==> src/rtl/rtcss_regs.vh <==
`ifndef RTCSS_REGS_VH
`define RTCSS_REGS_VH

// register pointer values
`define RTCSS_ADDR_CTRL 4'hE
`define RTCSS_ADDR_STATUS 4'hF

// control register layout and reset value
`define RTCSS_CT_OSC_DISABLE_CONTROL 7
`define RTCSS_CT_RS_HI 4
`define RTCSS_CT_RS_LO 3
`define RTCSS_CT_IRQ_ROUTING_SELECT 2
`define RTCSS_CT_SECOND_ALARM_IRQ_ENABLE 1
`define RTCSS_CT_FIRST_ALARM_IRQ_ENABLE 0
`define RTCSS_CTRL_RESET 8'h18
`define RTCSS_CTRL_MASK 8'h9F

// status register layout and reset values
`define RTCSS_ST_OSF 7
`define RTCSS_ST_A2F 1
`define RTCSS_ST_A1F 0
`define RTCSS_OSF_RESET 1'b1
`define RTCSS_AF_RESET 1'b0

// serial framing
`define RTCSS_BYTE_BITS 4'h8
`define RTCSS_PTR_RESET 4'h0

`endif

==> src/rtl/rtcss_serial_slave.v <==
`timescale 1ns/1ps
`default_nettype none
`include "rtcss_regs.vh"

module rtcss_serial_slave #(
  parameter [6:0] SLAVE_ADDR = 7'h2A // arbitrary value
) (
  input wire mclk,
  input wire nrst,
  input wire sclIn,
  input wire sdaIn,
  output wire sdaOut,
  output wire sdaOen,
  output wire primaryIrqOut,
  output wire primaryIrqOen,
  output wire waveOrSecondaryIrqOut,
  output wire waveOrSecondaryIrqOen,
  input wire squareWaveIn,
  input wire oscStoppedIn,
  input wire alarm1Match,
  input wire alarm2Match,
  output wire oscRun,
  output wire [1:0] rateSelect,
  output wire [3:0] regAddr,
  input wire [7:0] regRdData,
  output wire [3:0] regWrAddr,
  output wire [7:0] regWrData,
  output wire regWrPulse
);

  localparam [2:0] ST_IDLE = 3'h0;
  localparam [2:0] ST_RX = 3'h1;
  localparam [2:0] ST_RXACK = 3'h2;
  localparam [2:0] ST_TX = 3'h3;
  localparam [2:0] ST_TXACK = 3'h4;
  localparam [2:0] ST_TXNEXT = 3'h5;

  localparam [1:0] PH_ADDR = 2'h0;
  localparam [1:0] PH_PTR = 2'h1;
  localparam [1:0] PH_DATA = 2'h2;

  wire sclLvl;
  wire sdaLvl;
  wire waveLvl;
  wire oscStopLvl;

  reg sclPrev_ff;
  reg sdaPrev_ff;
  reg [2:0] state_ff;
  reg [2:0] nxt_state;
  reg [3:0] bitCnt_ff;
  reg [3:0] nxt_bitCnt;
  reg [7:0] shift_ff;
  reg [7:0] nxt_shift;
  reg [1:0] phase_ff;
  reg [1:0] nxt_phase;
  reg readMode_ff;
  reg nxt_readMode;
  reg sdaDrive_ff;
  reg nxt_sdaDrive;
  reg [3:0] ptr_ff;
  reg [3:0] nxt_ptr;
  reg wrPulse;

  reg [7:0] ctrl_ff;
  reg [7:0] nxt_ctrl;
  reg osf_ff;
  reg nxt_osf;
  reg a1f_ff;
  reg nxt_a1f;
  reg a2f_ff;
  reg nxt_a2f;

  reg wrPulse_ff;
  reg [3:0] wrAddr_ff;
  reg [7:0] wrData_ff;
  reg primaryOen_ff;
  reg secondaryOen_ff;

  wire sclRise;
  wire sclFall;
  wire startCond;
  wire stopCond;
  wire statusWr;
  wire ctrlWr;
  wire [7:0] statusByte;
  reg [7:0] rdByte;

  rtcss_in_sync #(
    .INIT(1'b1)
  ) u_sclSync (
    .mclk(mclk),
    .nrst(nrst),
    .asyncIn(sclIn),
    .levelOut(sclLvl)
  );

  rtcss_in_sync #(
    .INIT(1'b1)
  ) u_sdaSync (
    .mclk(mclk),
    .nrst(nrst),
    .asyncIn(sdaIn),
    .levelOut(sdaLvl)
  );

  rtcss_in_sync #(
    .INIT(1'b1)
  ) u_waveSync (
    .mclk(mclk),
    .nrst(nrst),
    .asyncIn(squareWaveIn),
    .levelOut(waveLvl)
  );

  rtcss_in_sync #(
    .INIT(1'b0)
  ) u_oscSync (
    .mclk(mclk),
    .nrst(nrst),
    .asyncIn(oscStoppedIn),
    .levelOut(oscStopLvl)
  );

  assign sclRise = sclLvl & ~sclPrev_ff;
  assign sclFall = ~sclLvl & sclPrev_ff;
  // both samples must see the clock high so a clock edge is not a condition
  assign startCond = sclLvl & sclPrev_ff & sdaPrev_ff & ~sdaLvl;
  assign stopCond = sclLvl & sclPrev_ff & ~sdaPrev_ff & sdaLvl;

  assign statusWr = wrPulse & (ptr_ff == `RTCSS_ADDR_STATUS);
  assign ctrlWr = wrPulse & (ptr_ff == `RTCSS_ADDR_CTRL);

  // unused bits are tied to zero on read
  assign statusByte = {osf_ff, 5'h00, a2f_ff, a1f_ff};

  always @*
  begin
    if (ptr_ff == `RTCSS_ADDR_STATUS)
      rdByte = statusByte;
    else if (ptr_ff == `RTCSS_ADDR_CTRL)
      rdByte = ctrl_ff;
    else
      rdByte = regRdData;
  end

  always @*
  begin
    nxt_state = state_ff;
    nxt_bitCnt = bitCnt_ff;
    nxt_shift = shift_ff;
    nxt_phase = phase_ff;
    nxt_readMode = readMode_ff;
    nxt_sdaDrive = sdaDrive_ff;
    nxt_ptr = ptr_ff;
    wrPulse = 1'b0;
    // a repeated start restarts framing from any state
    if (startCond)
    begin
      nxt_state = ST_RX;
      nxt_bitCnt = 4'h0;
      nxt_phase = PH_ADDR;
      nxt_sdaDrive = 1'b0;
    end
    else if (stopCond)
    begin
      nxt_state = ST_IDLE;
      nxt_sdaDrive = 1'b0;
    end
    else
    begin
      case (state_ff)
        ST_RX:
        begin
          if (sclRise && (bitCnt_ff != `RTCSS_BYTE_BITS))
          begin
            nxt_shift = {shift_ff[6:0], sdaLvl};
            nxt_bitCnt = bitCnt_ff + 4'h1;
          end
          else if (sclFall && (bitCnt_ff == `RTCSS_BYTE_BITS))
          begin
            if (phase_ff == PH_ADDR)
            begin
              if (shift_ff[7:1] == SLAVE_ADDR)
              begin
                nxt_readMode = shift_ff[0];
                nxt_sdaDrive = 1'b1;
                nxt_state = ST_RXACK;
              end
              else
                nxt_state = ST_IDLE;
            end
            else
            begin
              nxt_sdaDrive = 1'b1;
              nxt_state = ST_RXACK;
              if (phase_ff == PH_PTR)
                nxt_ptr = shift_ff[3:0];
              else
              begin
                wrPulse = 1'b1;
                nxt_ptr = ptr_ff + 4'h1;
              end
            end
          end
        end
        ST_RXACK:
        begin
          // held low from one falling clock to the next covers the high phase
          if (sclFall)
          begin
            if ((phase_ff == PH_ADDR) && readMode_ff)
            begin
              nxt_state = ST_TX;
              nxt_shift = rdByte;
              nxt_sdaDrive = ~rdByte[7];
              nxt_bitCnt = 4'h1;
            end
            else
            begin
              nxt_state = ST_RX;
              nxt_sdaDrive = 1'b0;
              nxt_bitCnt = 4'h0;
              nxt_phase = (phase_ff == PH_ADDR) ? PH_PTR : PH_DATA;
            end
          end
        end
        ST_TX:
        begin
          if (sclFall)
          begin
            if (bitCnt_ff != `RTCSS_BYTE_BITS)
            begin
              nxt_sdaDrive = ~shift_ff[6];
              nxt_shift = {shift_ff[6:0], 1'b0};
              nxt_bitCnt = bitCnt_ff + 4'h1;
            end
            else
            begin
              nxt_sdaDrive = 1'b0;
              nxt_state = ST_TXACK;
            end
          end
        end
        ST_TXACK:
        begin
          if (sclRise)
          begin
            nxt_ptr = ptr_ff + 4'h1;
            // a refused byte ends the read with the line released
            if (sdaLvl)
              nxt_state = ST_IDLE;
            else
              nxt_state = ST_TXNEXT;
          end
        end
        ST_TXNEXT:
        begin
          if (sclFall)
          begin
            nxt_state = ST_TX;
            nxt_shift = rdByte;
            nxt_sdaDrive = ~rdByte[7];
            nxt_bitCnt = 4'h1;
          end
        end
        default:
        begin
          nxt_state = ST_IDLE;
          nxt_sdaDrive = 1'b0;
        end
      endcase
    end
  end

  always @*
  begin
    nxt_ctrl = ctrl_ff;
    if (ctrlWr)
      nxt_ctrl = shift_ff & `RTCSS_CTRL_MASK;
    nxt_osf = osf_ff;
    if (statusWr && !shift_ff[`RTCSS_ST_OSF])
      nxt_osf = 1'b0;
    // set after clear so a stop in the clearing cycle is kept
    if (oscStopLvl)
      nxt_osf = 1'b1;
    if (ctrl_ff[`RTCSS_CT_OSC_DISABLE_CONTROL])
      nxt_osf = 1'b1;
    nxt_a1f = a1f_ff;
    if (statusWr && !shift_ff[`RTCSS_ST_A1F])
      nxt_a1f = 1'b0;
    if (alarm1Match)
      nxt_a1f = 1'b1;
    nxt_a2f = a2f_ff;
    if (statusWr && !shift_ff[`RTCSS_ST_A2F])
      nxt_a2f = 1'b0;
    if (alarm2Match)
      nxt_a2f = 1'b1;
  end

  always @(posedge mclk or negedge nrst)
  begin
    if (!nrst)
    begin
      sclPrev_ff <= 1'b1;
      sdaPrev_ff <= 1'b1;
      state_ff <= ST_IDLE;
      bitCnt_ff <= 4'h0;
      shift_ff <= 8'h00;
      phase_ff <= PH_ADDR;
      readMode_ff <= 1'b0;
      sdaDrive_ff <= 1'b0;
      ptr_ff <= `RTCSS_PTR_RESET;
      ctrl_ff <= `RTCSS_CTRL_RESET;
      osf_ff <= `RTCSS_OSF_RESET;
      a1f_ff <= `RTCSS_AF_RESET;
      a2f_ff <= `RTCSS_AF_RESET;
      wrPulse_ff <= 1'b0;
      wrAddr_ff <= `RTCSS_PTR_RESET;
      wrData_ff <= 8'h00;
      primaryOen_ff <= 1'b1;
      secondaryOen_ff <= 1'b1;
    end
    else
    begin
      sclPrev_ff <= sclLvl;
      sdaPrev_ff <= sdaLvl;
      state_ff <= nxt_state;
      bitCnt_ff <= nxt_bitCnt;
      shift_ff <= nxt_shift;
      phase_ff <= nxt_phase;
      readMode_ff <= nxt_readMode;
      sdaDrive_ff <= nxt_sdaDrive;
      ptr_ff <= nxt_ptr;
      ctrl_ff <= nxt_ctrl;
      osf_ff <= nxt_osf;
      a1f_ff <= nxt_a1f;
      a2f_ff <= nxt_a2f;
      wrPulse_ff <= wrPulse & ~statusWr & ~ctrlWr;
      if (wrPulse)
      begin
        wrAddr_ff <= ptr_ff;
        wrData_ff <= shift_ff;
      end
      primaryOen_ff <= ~((a1f_ff & ctrl_ff[`RTCSS_CT_FIRST_ALARM_IRQ_ENABLE])
        | (a2f_ff & ctrl_ff[`RTCSS_CT_SECOND_ALARM_IRQ_ENABLE]
        & ~ctrl_ff[`RTCSS_CT_IRQ_ROUTING_SELECT]));
      if (ctrl_ff[`RTCSS_CT_IRQ_ROUTING_SELECT])
        secondaryOen_ff <= ~(a2f_ff & ctrl_ff[`RTCSS_CT_SECOND_ALARM_IRQ_ENABLE]);
      else
        secondaryOen_ff <= waveLvl;
    end
  end

  // open-drain pins only ever pull low
  assign sdaOut = 1'b0;
  assign sdaOen = ~sdaDrive_ff;
  assign primaryIrqOut = 1'b0;
  assign primaryIrqOen = primaryOen_ff;
  assign waveOrSecondaryIrqOut = 1'b0;
  assign waveOrSecondaryIrqOen = secondaryOen_ff;

  assign oscRun = ~ctrl_ff[`RTCSS_CT_OSC_DISABLE_CONTROL];
  assign rateSelect = {ctrl_ff[`RTCSS_CT_RS_HI], ctrl_ff[`RTCSS_CT_RS_LO]};
  assign regAddr = ptr_ff;
  assign regWrAddr = wrAddr_ff;
  assign regWrData = wrData_ff;
  assign regWrPulse = wrPulse_ff;

endmodule // rtcss_serial_slave

`default_nettype wire

==> src/rtl/rtcss_in_sync.v <==
`timescale 1ns/1ps
`default_nettype none

module rtcss_in_sync #(
  parameter [0:0] INIT = 1'b1
) (
  input wire mclk,
  input wire nrst,
  input wire asyncIn,
  output wire levelOut
);

  reg stage1_ff;
  reg stage2_ff;
  reg stage3_ff;
  reg level_ff;

  // a change is accepted only once stages two and three agree
  always @(posedge mclk or negedge nrst)
  begin
    if (!nrst)
    begin
      stage1_ff <= INIT;
      stage2_ff <= INIT;
      stage3_ff <= INIT;
      level_ff <= INIT;
    end
    else
    begin
      stage1_ff <= asyncIn;
      stage2_ff <= stage1_ff;
      stage3_ff <= stage2_ff;
      if (stage2_ff == stage3_ff)
        level_ff <= stage3_ff;
    end
  end

  assign levelOut = level_ff;

endmodule // rtcss_in_sync

`default_nettype wire

==> config.mk <==
export PLATFORM = sky130hd
export DESIGN_NAME = rtcss_serial_slave
export DESIGN_NICKNAME = d
export VERILOG_FILES = /design/src/rtl/rtcss_serial_slave.v /design/src/rtl/rtcss_in_sync.v
export VERILOG_INCLUDE_DIRS = /design/src /design/src/rtl
export SDC_FILE = /design/constraint.sdc
export NUM_CORES = 1
export LEC_CHECK = 0
export ABC_CLOCK_PERIOD_IN_PS = 2400
export BUFFER_PORTS_ARGS = -buffer_cell sky130_fd_sc_hd__buf_2
export CORE_ASPECT_RATIO = 1.1
export CORE_UTILIZATION = 50
export CTS_CLUSTER_SIZE = 40
export DETAILED_ROUTE_END_ITERATION = 10
export GPL_TIMING_DRIVEN = 0
export PLACE_DENSITY = 0.73
export SLEW_MARGIN = 30
export SYNTH_ARGS = -nofsm -noshare
export SYNTH_HDL_FRONTEND = slang
export SYNTH_SLANG_ARGS = --single-unit
==> constraint.sdc <==
create_clock -name mclk -period 2.4 [get_ports mclk]
set_input_delay 0 -clock mclk [delete_from_list [all_inputs] [get_ports mclk]]
set_output_delay 0 -clock mclk [all_outputs]
set_load 0.01 [all_outputs]
# After elaboration in Yosys (flattened, before gate mapping)
# Index checks and enable logic that the tools add are counted.
# totals
register_bits	65
latch_bits	0
ram_bits	0
rom_bits	0
input_bits	16
out_inout_bits	26
wordCells	204
memories	0
# op_classes
addsub	2
mul	0
div	0
order_cmp	0
n_eq_ne	41
shifts	0
mux	71
bitwise	31
n_reduce_logical	25
# ops
cell	n
$mux 8	8
$mux 4	12
$reduce_and 7->1	5
$mux 3	11
$ne 4x4->1 const B	8
$pmux 8 s4	1
$mux 1	27
$ne 2x2->1 const B	12
$ne 3x3->1 const B	6
$mux 2	8
$not 1->1	16
$pmux 4 s4	1
$pmux 3 s5	1
$and 1x1->1	14
$eq 4x4->1 const B	3
$reduce_bool 2->1	5
$reduce_and 9->1	1
$add 4x1->4 const B	2
$pmux 4 s2	1
$eq 7x6->1 const B	1
$eq 3x2->1 const B	2
$eq 3x3->1 const B	2
$logic_and 1x1->1	6
$ne 5x5->1 const B	1
other kinds (11)	16

# Longest topological paths before layout
# Gate-level depths: netlist of the first run.
# depth
ltp_word	13
ltp_mapped	8
ltp_nobuf	7

# Modules after synthesis
# Synthesis of the first run repeated with hierarchy kept, for this count alone.
# unflattened
cells_unflattened	292
area_unflattened_um2	3185.6
# by_module_without_submodules
module	n_inst	cells_each	area_each_um2	seq_area_each_um2
rtcss_serial_slave	1	272	2725.1	1234.9
rtcss_in_sync at u_sclSync ...	3	5	116.4	105.1
rtcss_in_sync at u_oscSync	1	5	111.4	100.1

# Worst setup path before layout of the first run
# OpenSTA, ideal clock, no wires.
# synth_timing
path_type	register -> register
from	register bitCnt_ff[0]
to	register shift_ff[0]
setup_time_ns	0.125
t_arrival_ns	2.192
required_ns	2.275
slack_ns	0.083
stages_incl_launch_ff	9
path_buffers	1
period_less_slack_ns	2.317
path_cell_list	dfrtp_1 -> inv_1 -> ha_1 -> and3b_1 -> buf_6 -> a2111oi_2 -> o21ai_2 -> a211oi_4 -> mux2_2
# synth_between
elab_chain_cells	4
elab_cells_between_ends	5
classes_between	3 x eq/ne; 2 x reduce/logical
# synth_rtl
element	line	source
start: declaration	rtcss_serial_slave.v:51	reg [3:0] bitCnt_ff;
start signal: assignment	rtcss_serial_slave.v:329	bitCnt_ff <= nxt_bitCnt;
$ne 4x4->1 (no source line) *	--	
$logic_and 1x1->1	rtcss_serial_slave.v:175	if (sclRise && (bitCnt_ff != `RTCSS_BYTE_BITS))
$ne 2x2->1 (no source line)	--	
$reduce_and 9->1 (no source line) *	--	
end signal: assignment	rtcss_serial_slave.v:330	shift_ff <= nxt_shift;
end: declaration	rtcss_serial_slave.v:53	reg [7:0] shift_ff;
# Every way passes the cells marked *; elsewhere a longest branch is shown, timed or not.
# A chain may end at the register's enable or synchronous reset.

# Worst setup path after layout of the first run
# layout_timing
from	register bitCnt_ff[0]
to	register shift_ff[4]
# The elaborated chain is that of the path after synthesis.

==> results of run 1 <==
==> cell type report <==
type	count	area (um2)
clock inverters	3	15.01
well taps	77	96.34
multi-input cells	203	1421
fillers	499	2078
plain buffers	14	83.83
inverters	9	33.78
clock buffers	13	158.9
repair buffers	58	376.6
flip-flops and latches	65	1650
==> registers in the layout, summed over array words and instances (netlist names), 2 cells and up <==
name / cells
state_ff: 3
shift_ff: 8
phase_ff: 2
regWrData: 8
regAddr: 4
ctrl_ff: 6
regWrAddr: 4
bitCnt_ff: 4
==> metrics by stage <==
stage / power (mW) / util, % / setup slack (ns) / instance area (um2)
finish: 3.304 / 64.86 / 0.1092 / 3836
global route: 3.516 / 64.86 / -0.01545 / 3836
CTS: 3.210 / 63.70 / 0.03153 / 3767
detailed placement: 2.322 / 58.47 / -0.2022 / 3458
global placement: 2.283 / 58.09 / -0.1378 / 3436
floorplan: 2.074 / - / 0.08346 / 3149
==> path summary, 6_finish.rpt <==
check | from | end | slack [ns] | depth (start not counted)
min | regRdData[6] | shift_ff[6]$_DFFE_PN0P_ | 0.04 | 4
min in group asynchronous | nrst | state_ff[2]$_DFFE_PN0P_ | 0.15 | 2
min reg2reg | u_oscSync.stage1_ff$_DFF_PN0_ | u_oscSync.stage2_ff$_DFF_PN0_ | 0.36 | 0
max reg2reg | bitCnt_ff[0]$_DFFE_PN0P_ | shift_ff[4]$_DFFE_PN0P_ | 0.11 | 9
max in group asynchronous | nrst | ctrl_ff[4]$_DFFE_PN1P_ | 1.67 | 3
max | bitCnt_ff[0]$_DFFE_PN0P_ | shift_ff[4]$_DFFE_PN0P_ | 0.11 | 9
==> metal layers <==
layer	wire length, um	up-vias	track usage (%)
li1	-	1170	-
met4	127	0	8.919
met3	278	14	3.978
met5	0	-	0
met1	2868	1211	26.96
met2	3355	61	36.60
==> cells by family (layout without fill, tap and decap cells) <==
logic type	Yosys count	count (layout)	share of synthesized area (%)
compound gates	65	65	13.58
xor+xnor	2	2	0.5576
fa+ha+maj	8	8	2.867
buf+inv	23	97	3.743
flops	65	65	52.53
mux	33	33	11.47
other cells	1	3	0.1194
simple gates	92	92	15.13
==> where the power goes <==
part           internal (mW)  switching (mW)
clock network          0.427           0.387
registers               1.26           0.185
logic                  0.525           0.517
total                   2.21            1.09
==> repair_timing <==
| item | 4_1_cts | 5_1_grt |
|---|---|---|
| gates resized for setup | 1 | 5 |
| pin swaps | 3 | 1 |
| setup buffers | 7 | 5 |
| hold buffers | 7 | 0 |
| hold endpoints to repair | 63 | 0 |
| endpoints found under the setup margin | 21 | 21 |
==> Yosys cell counts, drive strengths merged (2+ instances only) <==
master	instances
and3b	2
a211oi	4
o211ai	2
or2	2
dfrtp	46
nor2	24
buf	8
a311oi	2
a21oi	14
a31oi	5
nor3	3
mux2	24
a31o	2
clkbuf	6
nand4	4
nor2b	4
nor3b	6
and2	3
o22ai	4
dfstp	19
nand3b	2
ha	4
mux2i	9
nand2	22
inv	9
nand3	10
o21ai	21
maj3	4
nand2b	6
==> worst register-to-register path, cell delays in order (launching register included) <==
cell and delay, ns:
dfrtp_1 0.37, inv_1 0.07, ha_1 0.19, and3b_1 0.18, buf_6 0.14, a2111oi_4 0.35, o21ai_4 0.15, a211oi_4 0.21
buf_6 0.17, mux2_2 0.34
==> flow_summary.yaml, run 1 <==
critical_path:
  cpPeakStageDelay_ns: 0.37
  worst-path-buf-inv: 3
  cp_slowest_cell: "dfrtp_1"
  crit_chain: "inv_1 > ha_1 > and3b_1 > buf_6 > a2111oi_4 > o21ai_4 > a211oi_4 > buf_6 > mux2_2"
  path_class: "reg2reg"
  path_max_fanout: 9
  crit_required_ns: 2.62
  crit_path_frequent_cell: "buf_6"
  start_kind: "flip-flop"
  endpoint_kind: "flip-flop"
  arrival_ns: 2.51
  path_delay_family: "compound AO/OA/AOI/OAI gates"
die:
  start_util_pct: 53.12
  die_h_um: 85.14
  io_pins: 42
  core_area_um2: 5914
  std_cell_rows: 29
  die_w_um: 77.58
  die_area_um2: 6605
timing:
  max_freq_mhz: 436.5
  whs_ns: 0.04484
  drv_slew: 0
  slew_headroom_pct: 64.47
  hold_viol_final: 0
  finalSetupTns_ns: 0
  clock_skew_ns: 0.01042
  finalSetupViolations: 0
  fin_crit_ns: 2.291
  worst_pin_slew_ns: 0.5307
  min_period_over_period_pct: 95.45
placement:
  gp_congestion: 0.8805
  dp_cells: 407
  io_buffers: 38
  dp_hpwl_mm: 4.587
pwr:
  powerDensity_nw_per_um2: 861.4
  p_leak_nw: 1.761
  ir_worst_vdd_mv: 0.5266
cells_and_area:
  layout_commonest_cell: "dfrtp_1"
  fin_cells: 442
  antenna_cells: 0
  fin_nets: 380
  mostFrequentLayoutCells: "dfrtp_1 (46), buf_2 (38), mux2_2 (24)"
  drive_gt1_share_pct: 35.34
  area.growth.synth_to_final_pct: 22.10
yosys:
  ys_seq_elements: 65
  yosysTopAreaCell: "dfrtp_1"
  syn_area_um2: 3142
  syn-mean-instance-area_um2: 10.87
  synth_top_area_share_pct: 36.64
  synth_area_leaders: "dfrtp_1 (37%), dfstp_2 (16%), mux2_2 (8.6%), o21ai_0 (3.2%), mux2i_1 (2.9%)"
  synth-edff-count: 0
  synth_warnings: 0
  synthCells: 289
  synth_ff_type: "dfrtp_1"
  async_flop_share_pct: 100.0
  yosysUniqueCellTypes: 53
  ys_seq_area_share_pct: 52.53
detailed_routing:
  viasPerCell: 5.557
  route.detailed.drc: 0
  wl_mm: 6.629
  avgRoutedWirePerCell_um: 15.00
  vias: 2456
  dr.first_iter.drc_count: 219
  postRouteAntennaNets: 0
  drt_first_pass_iters: 4
global_routing:
  grt.overflow.total: 0
  grt_pass1_vias: 2323
  grt_max_degree: 34
  grt_pass1_wl_mm: 10.95
  antenna_found_initial: 0
  grtUsageTotal_pct: 21.50
status:
  status: "finished, final reports clean"
clocking:
  cts_htree_levels: 3
  cts.clk_slew.worst_paths_ns: 0.07
  clk_latency_ns: 0.34
  cts_root_buf: "clkbuf_8"
  cts_buffers: 9
  cts.sink_count: 65
  cts.path.max_buffers: 2
  cts_tree: "done"
job:
  drv_cap: 0
worst_hold_path:
  min_path_type: "in2reg"
Note: power is estimated with default switching activity, not from simulation.
==> inputs of run 2 (changes only) <==
==> constraint.sdc (replaced) <==
create_clock -name mclk -period 2.4 [get_ports mclk]
set_input_delay 0.36 -clock mclk [delete_from_list [all_inputs] [get_ports mclk]]
set_output_delay 0.36 -clock mclk [all_outputs]
set_load 0.01 [all_outputs]
==> run 2 against run 1 <==
Net effect:
- global-route usage down 0.12 points
- combinational power about the same
- final cell count down 1.4%
- worst setup slack worse by 0.0026 ns
- register-to-register slack about the same
- flip-flop and latch count unchanged
- final area down 1.6%
- clock-buffer cell count unchanged
- non-clock buffer count down 6
- critical path type unchanged
- highest routed layer unchanged
==> flow_summary.yaml, run 2 (synthesis results as in run 1) <==
clocking:
  cts_tree: "done"
  cts.clk_slew.worst_paths_ns: 0.07
  cts_buffers: 9
  cts.path.max_buffers: 2
  cts_root_buf: "clkbuf_8"
  clk_latency_ns: 0.34
  cts.sink_count: 65
  cts_htree_levels: 3
critical_path:
  cpPeakStageDelay_ns: 0.37
  path_class: "reg2reg"
  rrSetupSlack_ns: 0.11
  cp_slowest_cell: "dfrtp_1"
  start_kind: "flip-flop"
  endpoint_kind: "flip-flop"
  reg2reg_depth: 9
  arrival_ns: 2.51
  crit_path_frequent_cell: "buf_6"
  r2r-end: "shift_ff[4]$_DFFE_PN0P_"
  path_max_fanout: 9
  worstReg2RegStart: "bitCnt_ff[0]$_DFFE_PN0P_"
  crit_chain: "inv_1 > ha_1 > and3b_1 > buf_6 > a2111oi_4 > o21ai_4 > a211oi_4 > buf_6 > mux2_2"
  crit_required_ns: 2.62
worst_hold_path:
  hold_end: "u_sdaSync.stage1_ff$_DFF_PN1_"
  min_path_type: "in2reg"
  hp-start: "sdaIn"
  min_path_cells: 1
pwr:
  power.total_mw: 3.297
  clock_power_share_pct: 24.7
  p_leak_nw: 1.736
  p_int_mw: 2.209
  swShare_pct: 33.01
  comb_power_share_pct: 31.5
  ir_worst_vdd_mv: 0.5265
  powerDensity_nw_per_um2: 873.0
  power.share.sequential_pct: 43.8
  switchingPower_mw: 1.088
cells_and_area:
  drive_gt1_share_pct: 35.93
  fin_util_pct: 63.85
  layout_commonest_cell: "dfrtp_1"
  stdcell_area_um2: 3776
  area.growth.synth_to_final_pct: 20.19
  mostFrequentLayoutCells: "dfrtp_1 (46), buf_2 (38), mux2_2 (24)"
  antenna_cells: 0
  fin_cells: 436
  fin_nets: 374
placement:
  io_buffers: 38
  dp_cells: 407
  gp_congestion: 0.8805
  dp_hpwl_mm: 4.587
  placed_cell_area_um2: 3458
  dp_slack_ns: -0.2022
timing:
  finalSetupViolations: 0
  finalSetupTns_ns: 0
  layout_setup_ws_ns: 0.1067
  worst_pin_slew_ns: 0.5306
  drv_slew: 0
  min_period_over_period_pct: 95.56
  fin_crit_ns: 2.293
  whs_ns: 0.1184
  clock_skew_ns: 0.009537
  max_freq_mhz: 436.0
  slew_headroom_pct: 64.47
  hold_viol_final: 0
die:
  die_w_um: 77.58
  die_h_um: 85.14
  start_util_pct: 53.12
  std_cell_rows: 29
  io_pins: 42
  core_area_um2: 5914
  die_area_um2: 6605
global_routing:
  grtUsageTotal_pct: 21.39
  grt_max_degree: 34
  antenna_found_initial: 0
  grt_pass1_vias: 2299
  grt_pass1_wl_mm: 10.89
  grt.overflow.total: 0
detailed_routing:
  route.detailed.drc: 0
  dr.first_iter.drc_count: 200
  viasPerCell: 5.560
  avgRoutedWirePerCell_um: 15.10
  vias: 2424
  drt_first_pass_iters: 4
  wl_mm: 6.582
  postRouteAntennaNets: 0
status:
  status: "finished, final reports clean"
job:
  drv_cap: 0
-- run 2: how the worst max path moves through the flow --
stage	start	endpoint	slack, ns
after global routing	bitCnt_ff[0]$_DFFE_PN0P_	shift_ff[5]$_DFFE_PN0P_	-0.02
after global placement	bitCnt_ff[0]$_DFFE_PN0P_	shift_ff[4]$_DFFE_PN0P_	-0.14
after CTS	state_ff[0]$_DFFE_PN0P_	shift_ff[7]$_DFFE_PN0P_	0.03
final	bitCnt_ff[0]$_DFFE_PN0P_	shift_ff[4]$_DFFE_PN0P_	0.11
after detailed placement	state_ff[0]$_DFFE_PN0P_	ctrl_ff[1]$_DFFE_PN0P_	-0.20
after floorplan	bitCnt_ff[0]$_DFFE_PN0P_	shift_ff[0]$_DFFE_PN0P_	0.08
-- run 2: layer usage --
metal | up-vias | GRT usage (%) | wire (um)
met5 | - | 0 | 0
met4 | 0 | 8.919 | 126
met3 | 15 | 3.978 | 235
met2 | 58 | 36.36 | 3331
met1 | 1191 | 26.82 | 2888
li1 | 1160 | - | -
-- run 2: critical path, delay by kind of cell, from the launching register on --
kind | cells | cell delay (ns)
compound gates | 3 | 0.71
mux | 1 | 0.34
flops | 1 | 0.37
buf+inv | 3 | 0.38
fa+ha+maj | 1 | 0.19
simple gates | 1 | 0.18
-- run 2: what timing repair did --
action	CTS	global route
resized for setup	1	5
setup endpoints to repair	21	21
pin swaps	3	1
hold buffers	1	0
hold endpoints to repair	21	0
setup buffers	7	5
-- run 2: power groups by stage --
stage                     clock network (mW)  logic, mW  registers, mW
after floorplan                            0      0.676           1.40
after global placement                     0      0.827           1.46
after detailed placement                   0      0.857           1.46
after CTS                              0.830      0.926           1.45
after global routing                   0.882       1.15           1.47
final                                  0.814       1.04           1.45
-- run 2: layout make-up --
| class | count | area (um2) |
|---|---|---|
| flip-flops and latches | 65 | 1650 |
| plain buffers | 14 | 83.83 |
| well taps | 77 | 96.34 |
| multi-input cells | 203 | 1421 |
| clock buffers | 13 | 158.9 |
| fillers | 502 | 2138 |
| clock inverters | 3 | 15.01 |
| inverters | 9 | 33.78 |
| repair buffers | 52 | 316.6 |
